==> src/occfg_params.svh <==
/*
 * Constants for the output pair one configuration bank: register
 * addresses, reset values, field positions and write masks.
 * Assumes it is included by bare name from the bank and its decoder.
 */
`ifndef OCFG_PARAMS_SVH
`define OCFG_PARAMS_SVH

// Register addresses on the control port
`define OCFG_ROUTE_ADDR   8'h64
`define OCFG_LEVEL_ADDR   8'h65

// Reset values
`define OCFG_ROUTE_RST    8'h20
`define OCFG_LEVEL_RST    8'h20

// Bits that software may change in the route register (bit 0 is read-only)
`define OCFG_ROUTE_WMASK  8'hFE

// Route register fields
`define OCFG_SRC_MSB      7
`define OCFG_SRC_LSB      5
`define OCFG_TOPO_MSB     4
`define OCFG_TOPO_LSB     2
`define OCFG_VCOM_BIT     1
`define OCFG_RSVD_BIT     0

// Drive and level register fields
`define OCFG_DRV_MSB      7
`define OCFG_DRV_LSB      6
`define OCFG_LVL_MSB      5
`define OCFG_LVL_LSB      3
`define OCFG_IMP_BIT      2
`define OCFG_BYPSE_BIT    1
`define OCFG_BW_BIT       0

`endif

==> src/occfg_pkg.sv <==
/*
 * Types shared by the output pair one configuration bank and its
 * field decoder. Assumes nothing beyond a SystemVerilog compiler.
 */
package occfg_pkg;

    typedef logic [7:0] occfg_byte_t;   // One control-port register
    typedef logic [2:0] occfg_code_t;   // Three-bit field code

    // Common-mode choice handed to the analog side
    typedef enum logic [1:0] {
        VCOM_REF_0P6,
        VCOM_REF_0P654,
        VCOM_HALF_SUPPLY
    } occfg_vcom_e;

    // Routing of sources to the two output pins
    typedef struct packed {
        logic pos_conv;       // Converter drives positive output
        logic neg_conv;       // Converter drives negative output
        logic pos_byp;        // Negative bypass input to positive output
        logic neg_byp;        // Positive bypass input to negative output
        logic pos_vcom;       // Positive output carries common mode
        logic neg_vcom;       // Negative output carries common mode
        logic ext_sense;      // Second channel negative pin senses externally
        logic single_ended;   // Stereo single-ended pins
        logic reserved;       // Reserved source or topology code held
    } occfg_route_s;

    // Source code carries the bypass path (bypass only or mix)
    function automatic logic occfg_src_bypass(input occfg_code_t src);
        occfg_src_bypass = (src == 3'h2) || (src == 3'h3);
    endfunction : occfg_src_bypass

    // Source code carries the converter chain (converter only or mix)
    function automatic logic occfg_src_conv(input occfg_code_t src);
        occfg_src_conv = (src == 3'h1) || (src == 3'h3);
    endfunction : occfg_src_conv

endpackage : occfg_pkg

==> src/occfg_field_if.sv <==
/*
 * Carrier between the register bank and its field decoder: raw
 * register contents outward, decoded analog controls back.
 * Assumes both ends sit in the same clock domain.
 */
`timescale 1ns/10ps
interface occfg_field_if;
    import occfg_pkg::*;

    occfg_byte_t  route_cfg;   // Route register contents
    occfg_byte_t  level_cfg;   // Drive and level register contents
    logic         ref_1v375;   // Reference runs in its 1.375 V mode
    occfg_route_s route;       // Decoded pin routing
    occfg_vcom_e  vcom;        // Decoded common-mode choice
    logic         level_ok;    // Level code legal for current source

    modport bank (output route_cfg, output level_cfg, output ref_1v375,
                  input route, input vcom, input level_ok);
    modport dec  (input route_cfg, input level_cfg, input ref_1v375,
                  output route, output vcom, output level_ok);
endinterface : occfg_field_if

==> src/occfg_decode.sv <==
/*
 * Combinational decode of the two configuration registers into pin
 * routing, common-mode choice and a level legality flag.
 * Assumes its outputs are registered by the bank before use.
 */
`timescale 1ns/10ps
`include "occfg_params.svh"
module occfg_decode (
    occfg_field_if.dec f
);
    import occfg_pkg::*;

    occfg_code_t src;    // Source selector
    occfg_code_t topo;   // Routing topology
    occfg_code_t lvl;    // Positive pin level code
    logic        conv;   // Converter chain active
    logic        byp;    // Bypass path active

    assign src  = f.route_cfg[`OCFG_SRC_MSB:`OCFG_SRC_LSB];
    assign topo = f.route_cfg[`OCFG_TOPO_MSB:`OCFG_TOPO_LSB];
    assign lvl  = f.level_cfg[`OCFG_LVL_MSB:`OCFG_LVL_LSB];
    assign conv = occfg_src_conv(src);
    assign byp  = occfg_src_bypass(src);

    // Routing decode; split sources override topology entirely
    always_comb begin
        f.route = '0;
        case (src)
            3'h4: begin
                f.route.pos_conv = 1'b1;
                f.route.neg_byp  = 1'b1;
            end
            3'h5: begin
                f.route.pos_byp  = 1'b1;
                f.route.neg_conv = 1'b1;
            end
            3'h1, 3'h2, 3'h3: begin
                case (topo)
                    3'h0, 3'h1: begin
                        f.route.pos_conv     = conv;
                        f.route.neg_conv     = conv;
                        f.route.pos_byp      = byp;
                        f.route.neg_byp      = byp;
                        f.route.single_ended = (topo == 3'h1);
                    end
                    3'h2: begin                  // Mono on positive pin
                        f.route.pos_conv = conv;
                        f.route.pos_byp  = byp;
                    end
                    3'h3: begin                  // Mono on negative pin
                        f.route.neg_conv = conv;
                        f.route.neg_byp  = byp;
                    end
                    3'h4, 3'h5: begin
                        f.route.pos_conv  = conv;
                        f.route.pos_byp   = byp;
                        f.route.neg_vcom  = 1'b1;
                        f.route.ext_sense = (topo == 3'h5);
                    end
                    3'h6: begin
                        f.route.neg_conv = conv;
                        f.route.neg_byp  = byp;
                        f.route.pos_vcom = 1'b1;
                    end
                    default: begin               // Reserved topology: pins quiet
                        f.route.reserved = 1'b1;
                    end
                endcase
            end
            default: begin                       // Reserved source: pins quiet
                f.route.reserved = 1'b1;
            end
        endcase
    end

    // Common-mode choice follows the reference mode when bit is clear
    always_comb begin
        if (f.route_cfg[`OCFG_VCOM_BIT]) begin
            f.vcom = VCOM_HALF_SUPPLY;
        end else if (f.ref_1v375) begin
            f.vcom = VCOM_REF_0P654;
        end else begin
            f.vcom = VCOM_REF_0P6;
        end
    end

    // Level legality: flags codes software must not use in this mode
    always_comb begin
        case (lvl)
            3'h2:    f.level_ok = (src == 3'h2);
            3'h3:    f.level_ok = byp;
            3'h4:    f.level_ok = 1'b1;
            3'h5:    f.level_ok = byp;
            3'h6:    f.level_ok = byp && !f.level_cfg[`OCFG_IMP_BIT];
            default: f.level_ok = 1'b0;          // Reserved codes
        endcase
    end

endmodule : occfg_decode

==> src/occfg_bank.sv <==
/*
 * Register bank for output pair one: route register and drive/level
 * register on the device control port, with registered analog controls.
 * Assumes the control-port front end delivers one-cycle write and read
 * strobes with address and data synchronous to core_clk.
 */
// Operation
// Route register at 0x64, resets 0x20
// Drive/level register at 0x65, resets 0x20
// Source 1 converter, 2 bypass, 3 mix
// Sources 4 and 5 split converter/bypass pins
// Software avoids source codes 0, 6, 7
// Topology 0 diff, 1 SE, 2/3 mono
// Topology 4-6 pseudo-differential, 7 reserved
// Topology ignored for source 4 or 5
// Common-mode bit picks reference fraction or half-supply
// Route bit 0 reserved, reads zero
// Drive field picks line, headphone, 4ohm, high-DR
// Level resets to 0 dB; avoid 0,1,7
// Gain codes 2, 3, 5 need bypass source
// Level code 6 needs bypass and 4.4k
// Impedance bit picks 4.4k or 20k
// Bypass input differential or single-ended
// Bandwidth bit picks 24 kHz or 96 kHz
// Read-back returns writes; reserved bits unchanged
`timescale 1ns/10ps
`include "occfg_params.svh"
module occfg_bank (
    input  wire logic                core_clk,
    input  wire logic                reset,
    input  wire logic [7:0]          reg_addr,
    input  wire occfg_pkg::occfg_byte_t reg_wdata,
    input  wire logic                reg_wr,
    input  wire logic                reg_rd,
    output      occfg_pkg::occfg_byte_t reg_rd_data,
    output      logic                reg_rd_valid,
    input  wire logic                ref_mode_1v375,
    output      logic                pos_from_conv,
    output      logic                neg_from_conv,
    output      logic                pos_from_bypass,
    output      logic                neg_from_bypass,
    output      logic                pos_carries_vcom,
    output      logic                neg_carries_vcom,
    output      logic                ext_sense_en,
    output      logic                single_ended_out,
    output      logic                route_reserved,
    output      logic [1:0]          vcom_sel,
    output      logic [1:0]          pos_drive,
    output      logic [2:0]          pos_level,
    output      logic                level_valid,
    output      logic                bypass_imp_20k,
    output      logic                bypass_single_ended,
    output      logic                conv_wide_bw
);
    import occfg_pkg::*;

    occfg_byte_t  route_reg;     // Route register
    occfg_byte_t  route_next;
    occfg_byte_t  level_reg;     // Drive and level register
    occfg_byte_t  level_next;
    occfg_byte_t  rd_data_reg;   // Read data latch
    occfg_byte_t  rd_data_next;
    logic         rd_valid_reg;  // Read answer strobe
    logic         rd_valid_next;
    occfg_route_s route_o_reg;   // Registered routing controls
    occfg_route_s route_o_next;
    occfg_vcom_e  vcom_reg;      // Registered common-mode choice
    occfg_vcom_e  vcom_next;
    logic         lvl_ok_reg;    // Registered level legality
    logic         lvl_ok_next;
    logic         hit_route;     // Address selects route register
    logic         hit_level;     // Address selects drive/level register

    occfg_field_if fif ();

    assign fif.route_cfg = route_reg;
    assign fif.level_cfg = level_reg;
    assign fif.ref_1v375 = ref_mode_1v375;

    // Decoder stays combinational; its results are flopped below
    occfg_decode u_decode (
        .f (fif.dec)
    );

    assign hit_route = (reg_addr == `OCFG_ROUTE_ADDR);
    assign hit_level = (reg_addr == `OCFG_LEVEL_ADDR);

    // Register writes; unmapped addresses are ignored
    always_comb begin
        route_next = route_reg;
        level_next = level_reg;
        if (reg_wr && hit_route) begin
            // Reserved bit keeps its value whatever software sends
            route_next = (reg_wdata & `OCFG_ROUTE_WMASK)
                       | (route_reg & ~`OCFG_ROUTE_WMASK);  // see R10
        end
        if (reg_wr && hit_level) begin
            level_next = reg_wdata;
        end
    end

    // Read path; answer one cycle after the strobe, zero if unmapped
    always_comb begin
        rd_valid_next = reg_rd;
        rd_data_next  = rd_data_reg;
        if (reg_rd) begin
            if (hit_route) begin
                rd_data_next = route_reg;
            end else if (hit_level) begin
                rd_data_next = level_reg;
            end else begin
                rd_data_next = '0;
            end
        end
    end

    // Decoded controls take one cycle so all analog outputs come from flops
    always_comb begin
        route_o_next = fif.route;
        vcom_next    = fif.vcom;
        lvl_ok_next  = fif.level_ok;
    end

    // State registers
    always_ff @(posedge core_clk or posedge reset) begin
        if (reset) begin
            route_reg    <= `OCFG_ROUTE_RST;
            level_reg    <= `OCFG_LEVEL_RST;
            rd_data_reg  <= '0;
            rd_valid_reg <= 1'b0;
            route_o_reg  <= '0;
            vcom_reg     <= VCOM_REF_0P6;
            lvl_ok_reg   <= 1'b1;
        end else begin
            route_reg    <= route_next;
            level_reg    <= level_next;
            rd_data_reg  <= rd_data_next;
            rd_valid_reg <= rd_valid_next;
            route_o_reg  <= route_o_next;
            vcom_reg     <= vcom_next;
            lvl_ok_reg   <= lvl_ok_next;
        end
    end

    // Output mapping
    assign reg_rd_data         = rd_data_reg;
    assign reg_rd_valid        = rd_valid_reg;
    assign pos_from_conv       = route_o_reg.pos_conv;
    assign neg_from_conv       = route_o_reg.neg_conv;
    assign pos_from_bypass     = route_o_reg.pos_byp;
    assign neg_from_bypass     = route_o_reg.neg_byp;
    assign pos_carries_vcom    = route_o_reg.pos_vcom;
    assign neg_carries_vcom    = route_o_reg.neg_vcom;
    assign ext_sense_en        = route_o_reg.ext_sense;
    assign single_ended_out    = route_o_reg.single_ended;
    assign route_reserved      = route_o_reg.reserved;
    assign vcom_sel            = vcom_reg;
    // Drive, level and bypass bits feed the analog side straight from flops
    assign pos_drive           = level_reg[`OCFG_DRV_MSB:`OCFG_DRV_LSB];
    assign pos_level           = level_reg[`OCFG_LVL_MSB:`OCFG_LVL_LSB];
    assign level_valid         = lvl_ok_reg;                  // see R13
    assign bypass_imp_20k      = level_reg[`OCFG_IMP_BIT];
    assign bypass_single_ended = level_reg[`OCFG_BYPSE_BIT];
    assign conv_wide_bw        = level_reg[`OCFG_BW_BIT];
endmodule : occfg_bank

==> config.mk <==
export PLATFORM = sky130hd
export DESIGN_NAME = occfg_bank
export DESIGN_NICKNAME = d
export VERILOG_FILES = /design/src/occfg_pkg.sv /design/src/occfg_field_if.sv /design/src/occfg_decode.sv /design/src/occfg_bank.sv
export VERILOG_INCLUDE_DIRS = /design/src
export SDC_FILE = /design/constraint.sdc
export NUM_CORES = 1
export LEC_CHECK = 0
export BUFFER_PORTS_ARGS = -buffer_cell sky130_fd_sc_hd__buf_2
export CORE_MARGIN = 4
export CORE_UTILIZATION = 40
export CTS_BUF_LIST = sky130_fd_sc_hd__clkbuf_4 sky130_fd_sc_hd__clkbuf_8
export CTS_CLUSTER_DIAMETER = 50
export DETAILED_ROUTE_END_ITERATION = 10
export GPL_ROUTABILITY_DRIVEN = 0
export PLACE_DENSITY = 0.77
export SLEW_MARGIN = 10
export SYNTH_ARGS = -nofsm -noshare
export SYNTH_HDL_FRONTEND = slang
export SYNTH_SLANG_ARGS = --single-unit
export TNS_END_PERCENT = 1
==> constraint.sdc <==
create_clock -name core_clk -period 3.2 [get_ports core_clk]
set_input_delay 0.32 -clock core_clk [delete_from_list [all_inputs] [get_ports core_clk]]
set_output_delay 0.32 -clock core_clk [all_outputs]
set_load 0.05 [all_outputs]
==> results of run 1 <==
-- worst paths after layout --
check / start / end / slack [ns] / cells past startpoint
setup / recovery: fif.level_cfg[5] / pos_level[2] / 1.74 / 1
hold / removal: reg_rd / reg_rd_valid / 0.25 / 1
setup reg to reg: fif.route_cfg[2] / neg_from_conv / 2.04 / 4
hold reg to reg: fif.route_cfg[1] / vcom_sel[1] / 0.44 / 0
max in group asynchronous: reset / fif.level_cfg[3] / 2.22 / 3
min in group asynchronous: reset / fif.route_cfg[7] / 0.29 / 2
-- cells in the mapped netlist, types with 2 or more instances --
cell type   n
dfrtp_1    33
o22ai_1     7
mux2i_1     7
nand2_1     8
mux2_2     15
nor3_1      3
nand2b_1    2
nor2b_1     2
o21a_1      2
nor2_1      6
dfstp_2     3
inv_1      10
o21ai_0     8
clkbuf_1    2
-- cell type report --
class | count | area, µm²
fill | 332 | 1590
sequential | 36 | 905
multi-input combinational | 69 | 544
timing repair buffer | 50 | 253
clock buffer | 6 | 76.3
tap | 46 | 57.6
inverter | 10 | 37.5
clock inverter | 1 | 5.00
-- through the flow --
step / hold WS (ns) / instances
after floorplan: 0.351 / 118
after global placement: 0.416 / 211
after detailed placement: 0.425 / 211
after CTS: 0.249 / 218
after global routing: 0.256 / 218
final: 0.255 / 218
-- layer usage --
metal | global-route usage | vias up | part of all wire
li1 | - | 516 | -
met4 | 0.0651 | 0 | 0.024
met1 | 0.158 | 495 | 0.41
met3 | 0.0478 | 8 | 0.062
met5 | 0 | - | 0
met2 | 0.222 | 30 | 0.50
-- cell families after synthesis --
group / count (synthesis) / synth area share
compound gates: 18 / 0.0717
mux: 22 / 0.159
flops: 36 / 0.603
buf+inv: 13 / 0.0350
xor+xnor: 1 / 0.00583
simple gates: 28 / 0.126
-- power by group through the flow --
stage | logic [mW] | registers [mW] | clock network (mW)
2_1_floorplan | 0.0414 | 0.539 | 0
3_3_place_gp | 0.120 | 0.496 | 0
3_5_place_dp | 0.122 | 0.497 | 0
4_1_cts | 0.123 | 0.488 | 0.305
5_1_grt | 0.131 | 0.491 | 0.330
6_report | 0.121 | 0.488 | 0.297
-- flip-flops by register name (all words and copies together), names as in the netlist, 2 cells and up --
register	count
fif.route_cfg	7
reg_rd_data	8
vcom_sel	2
fif.level_cfg	8
==> results.cfg, run 1 <==
[outcome]
status = finished clean

[clocking]
cts_tree = built
cts_made_buffers = 5
cts_num_sinks = 36
post_cts_buffers = 0
cts_buffer_depth = 2
cts_root_buffer = clkbuf_8
hold_buffers = 0
clk_latency_ns = 0.28
post_cts_resized = 0
htree_levels = 2
path_clk_slew_ns = 0.06

[detailed_routing]
wire_per_inst_um = 13.7
vias = 1049
firstDrtPassIters = 4
ant_nets = 0
drc = 0
drt_wl_total_um = 2980
vias_per_cell = 4.81
drt-initial-drc-count = 41

[power_and_ir_drop]
pwr-share-comb = 0.133
p_total_mw = 0.906
p_int_mw = 0.667
clock_power_share = 0.328
peakVddDrop_mv = 0.174
power_density_mw_per_mm2 = 483
leakage_nw = 0.996
switching_power_mw = 0.239
power_frac_seq = 0.539
swShare = 0.264

[synth]
syn_area_mm2 = 0.00150
syn_nets = 139
ys_seq_area_frac = 0.603
async_reset_ff_frac = 1.00
synth_seq_cells = 36
synth_top_area_frac = 0.550
synth.avg_cell_area_um2 = 12.7
synth_edf_count = 0
synth_cell_type_count = 24
synthCells = 118
synth_top_cell_by_area = dfrtp_1
ys_warn_count = 0
synthFlopType = dfrtp_1
synth_area_leaders = dfrtp_1, mux2_2, dfstp_2, mux2i_1, o22ai_1

[global_route]
track_usage = 0.136
grt_pass1_wl_um = 5210
antenna_found_initial = 0
grt_overflow_total = 0
grt_pass1_vias = 1114
grt_max_degree = 30

[floorplanning]
die_w_um = 69.3
die_y_um = 69.3
core-area_mm2 = 0.00347
dieArea_mm2 = 0.00480
fp-row-count = 21
ioPinCount = 50
start_util = 0.433

[worst_hold_path]
min_path_type = primary input to flop

[sta]
max-slew-margin-rel = 0.304
final-setup-viol-count = 0
min_period_ns = 1.46
fmax_mhz = 684
hold_violations = 0
tns_ns = 0
rsz0062_at_grt = false
fin_skew_ns = 0.00444
slew_violations = 0
fin_ws_ns = 1.74
worst_slew_pin_slew_ns = 1.04
fin_crit_sh = 0.457

[setup_path]
cpLargestDelayFamily = flip-flops
required_ns = 2.88
cp_data_arrival_time_ns = 1.14
path_cells = buf_2
critPathSlowestCell = dfstp_2
critPathBufInv = 1
path_class = flop to output port
worst_setup_path_end_kind = output port
max_stage_delay_ns = 0.58
worst-path-max-fanout = 6
start_kind = flop

[cells_and_area]
insertedDiodeCount = 0
layout.nets = 193
final_cell_mix = buf_2, dfrtp_1, mux2_2
fin_area_mm2 = 0.00188
area_delta_synth_final_pct = 25.1
drive_gt1_frac = 0.459
final_common_cell = buf_2
fin_util = 0.541

[placement]
numPortBuffers = 49
place_area_mm2 = 0.00180
hpwl_um = 2360
pre_cts_ws_ns = 1.72

[flow_run]
maxCapViolCount = 0
Note: power is estimated with default switching activity, not from simulation.
==> run 2: changes to the inputs <==
==> constraint.sdc (replaced) <==
create_clock -name core_clk -period 1.5 [get_ports core_clk]
set_input_delay 0.15 -clock core_clk [delete_from_list [all_inputs] [get_ports core_clk]]
set_output_delay 0.15 -clock core_clk [all_outputs]
set_load 0.05 [all_outputs]
==> results.cfg, run 2 (same netlist as run 1, synthesis figures left out) <==
[detailed_routing]
vias_per_cell = 4.92
ant_nets = 0
firstDrtPassIters = 4
drt-initial-drc-count = 78
wire_per_inst_um = 13.8
vias = 1087
drc = 0
drt_wl_total_um = 3050

[setup_path]
start_kind = flop
required_ns = 1.35
cp_data_arrival_time_ns = 1.14
r2r_end = neg_from_conv
rr_startpoint = fif.route_cfg[2]
max_stage_delay_ns = 0.57
critPathBufInv = 1
path_cells = buf_2
worst-path-max-fanout = 6
cp_num_cells = 1
path_class = flop to output port
critPathSlowestCell = dfstp_2
r2r_cells = 4
r2r_setup_slack_ns = 0.34
cpLargestDelayFamily = flip-flops
worst_setup_path_end_kind = output port

[sta]
rsz0062_at_grt = false
final-setup-viol-count = 0
worst_slew_pin_slew_ns = 0.440
max-slew-margin-rel = 0.707
hold_violations = 0
min_period_ns = 1.29
fin_skew_ns = 0.00499
tns_ns = 0
fmax_mhz = 775
slew_violations = 0
fin_crit_sh = 0.860
fin_ws_ns = 0.210

[placement]
numPortBuffers = 49
pre_cts_ws_ns = 0.220
hpwl_um = 2310

[global_route]
grt_pass1_wl_um = 5350
track_usage = 0.139
grt_overflow_total = 0
grt_max_degree = 37
antenna_found_initial = 0
grt_pass1_vias = 1130

[clocking]
cts_tree = built
cts_num_sinks = 36
cts_made_buffers = 5
path_clk_slew_ns = 0.07
htree_levels = 2
cts_root_buffer = clkbuf_8
post_cts_buffers = 0
cts_buffer_depth = 2
clk_latency_ns = 0.29

[floorplanning]
start_util = 0.433
die_y_um = 69.3
fp-row-count = 21
ioPinCount = 50
die_w_um = 69.3
dieArea_mm2 = 0.00480
core-area_mm2 = 0.00347

[worst_hold_path]
holdPathEnd = vcom_sel[0]
worstHoldStart = ref_mode_1v375
min_path_type = primary input to flop
holdPathStages = 2

[cells_and_area]
layout.nets = 195
area_delta_synth_final_pct = 27.3
insertedDiodeCount = 0
fillers = 314
drive_gt1_frac = 0.463
final_cell_mix = buf_2, dfrtp_1, mux2_2
final_common_cell = buf_2

[power_and_ir_drop]
peakVddDrop_mv = 0.458
power_density_mw_per_mm2 = 1060
p_total_mw = 2.02
leakage_nw = 1.01

[flow_run]
maxCapViolCount = 0

[outcome]
status = finished clean
## run 2: per-layer routing
| metal | up-vias | routed length [µm] | share of wire | GRT usage |
|---|---|---|---|---|
| met2 | 32 | 1500 | 0.49 | 0.218 |
| met4 | 0 | 59 | 0.019 | 0.0586 |
| met5 | - | 0 | 0 | 0 |
| met3 | 6 | 191 | 0.063 | 0.0551 |
| li1 | 523 | - | - | - |
| met1 | 526 | 1300 | 0.43 | 0.168 |
## run 2: worst max path at each step
stage | slack [ns] | end | from
after detailed placement | 0.22 | fif.level_cfg[7] | reg_addr[3]
after CTS | 0.20 | pos_level[2] | fif.level_cfg[5]
final | 0.21 | pos_level[2] | fif.level_cfg[5]
after global routing | 0.17 | pos_level[2] | fif.level_cfg[5]
after floorplan | 0.30 | level_valid | fif.level_cfg[4]
after global placement | 0.25 | fif.level_cfg[7] | reg_addr[3]
## run 2: area by class of cell
type,instances,area (µm²),share of cell area
Clock buffer,7,90.1,0.0471
Clock inverter,1,7.51,0.00393
Inverter,10,37.5,0.0196
Multi-Input combinational cell,69,544,0.285
Sequential cell,36,905,0.473
Tap cell,46,57.6,0.0301
Timing Repair Buffer,52,270,0.141
## run 2: repair_timing
action / 4_1_cts / 5_1_grt
hold buffers: 1 / 0
endpoints found under the hold margin: 33 / 0
resized for setup: 0 / 0
## run 2: power by group
part / internal (mW) / leakage, nW / switching (mW)
clock: 0.391 / 0.0479 / 0.326
combinational: 0.0838 / 0.481 / 0.178
sequential: 1.01 / 0.479 / 0.0322
total: 1.48 / 1.01 / 0.536
## run 2: per-stage QoR
stage               instance area (µm²)  utilization  instances  hold slack (ns)
floorplan                          1500            -        118            0.181
global placement                   1800        0.520        212            0.258
detailed placement                 1800        0.520        212            0.283
CTS                                1910        0.551        221           0.0678
global route                       1910        0.551        221           0.0781
finish                             1910        0.551        221           0.0747
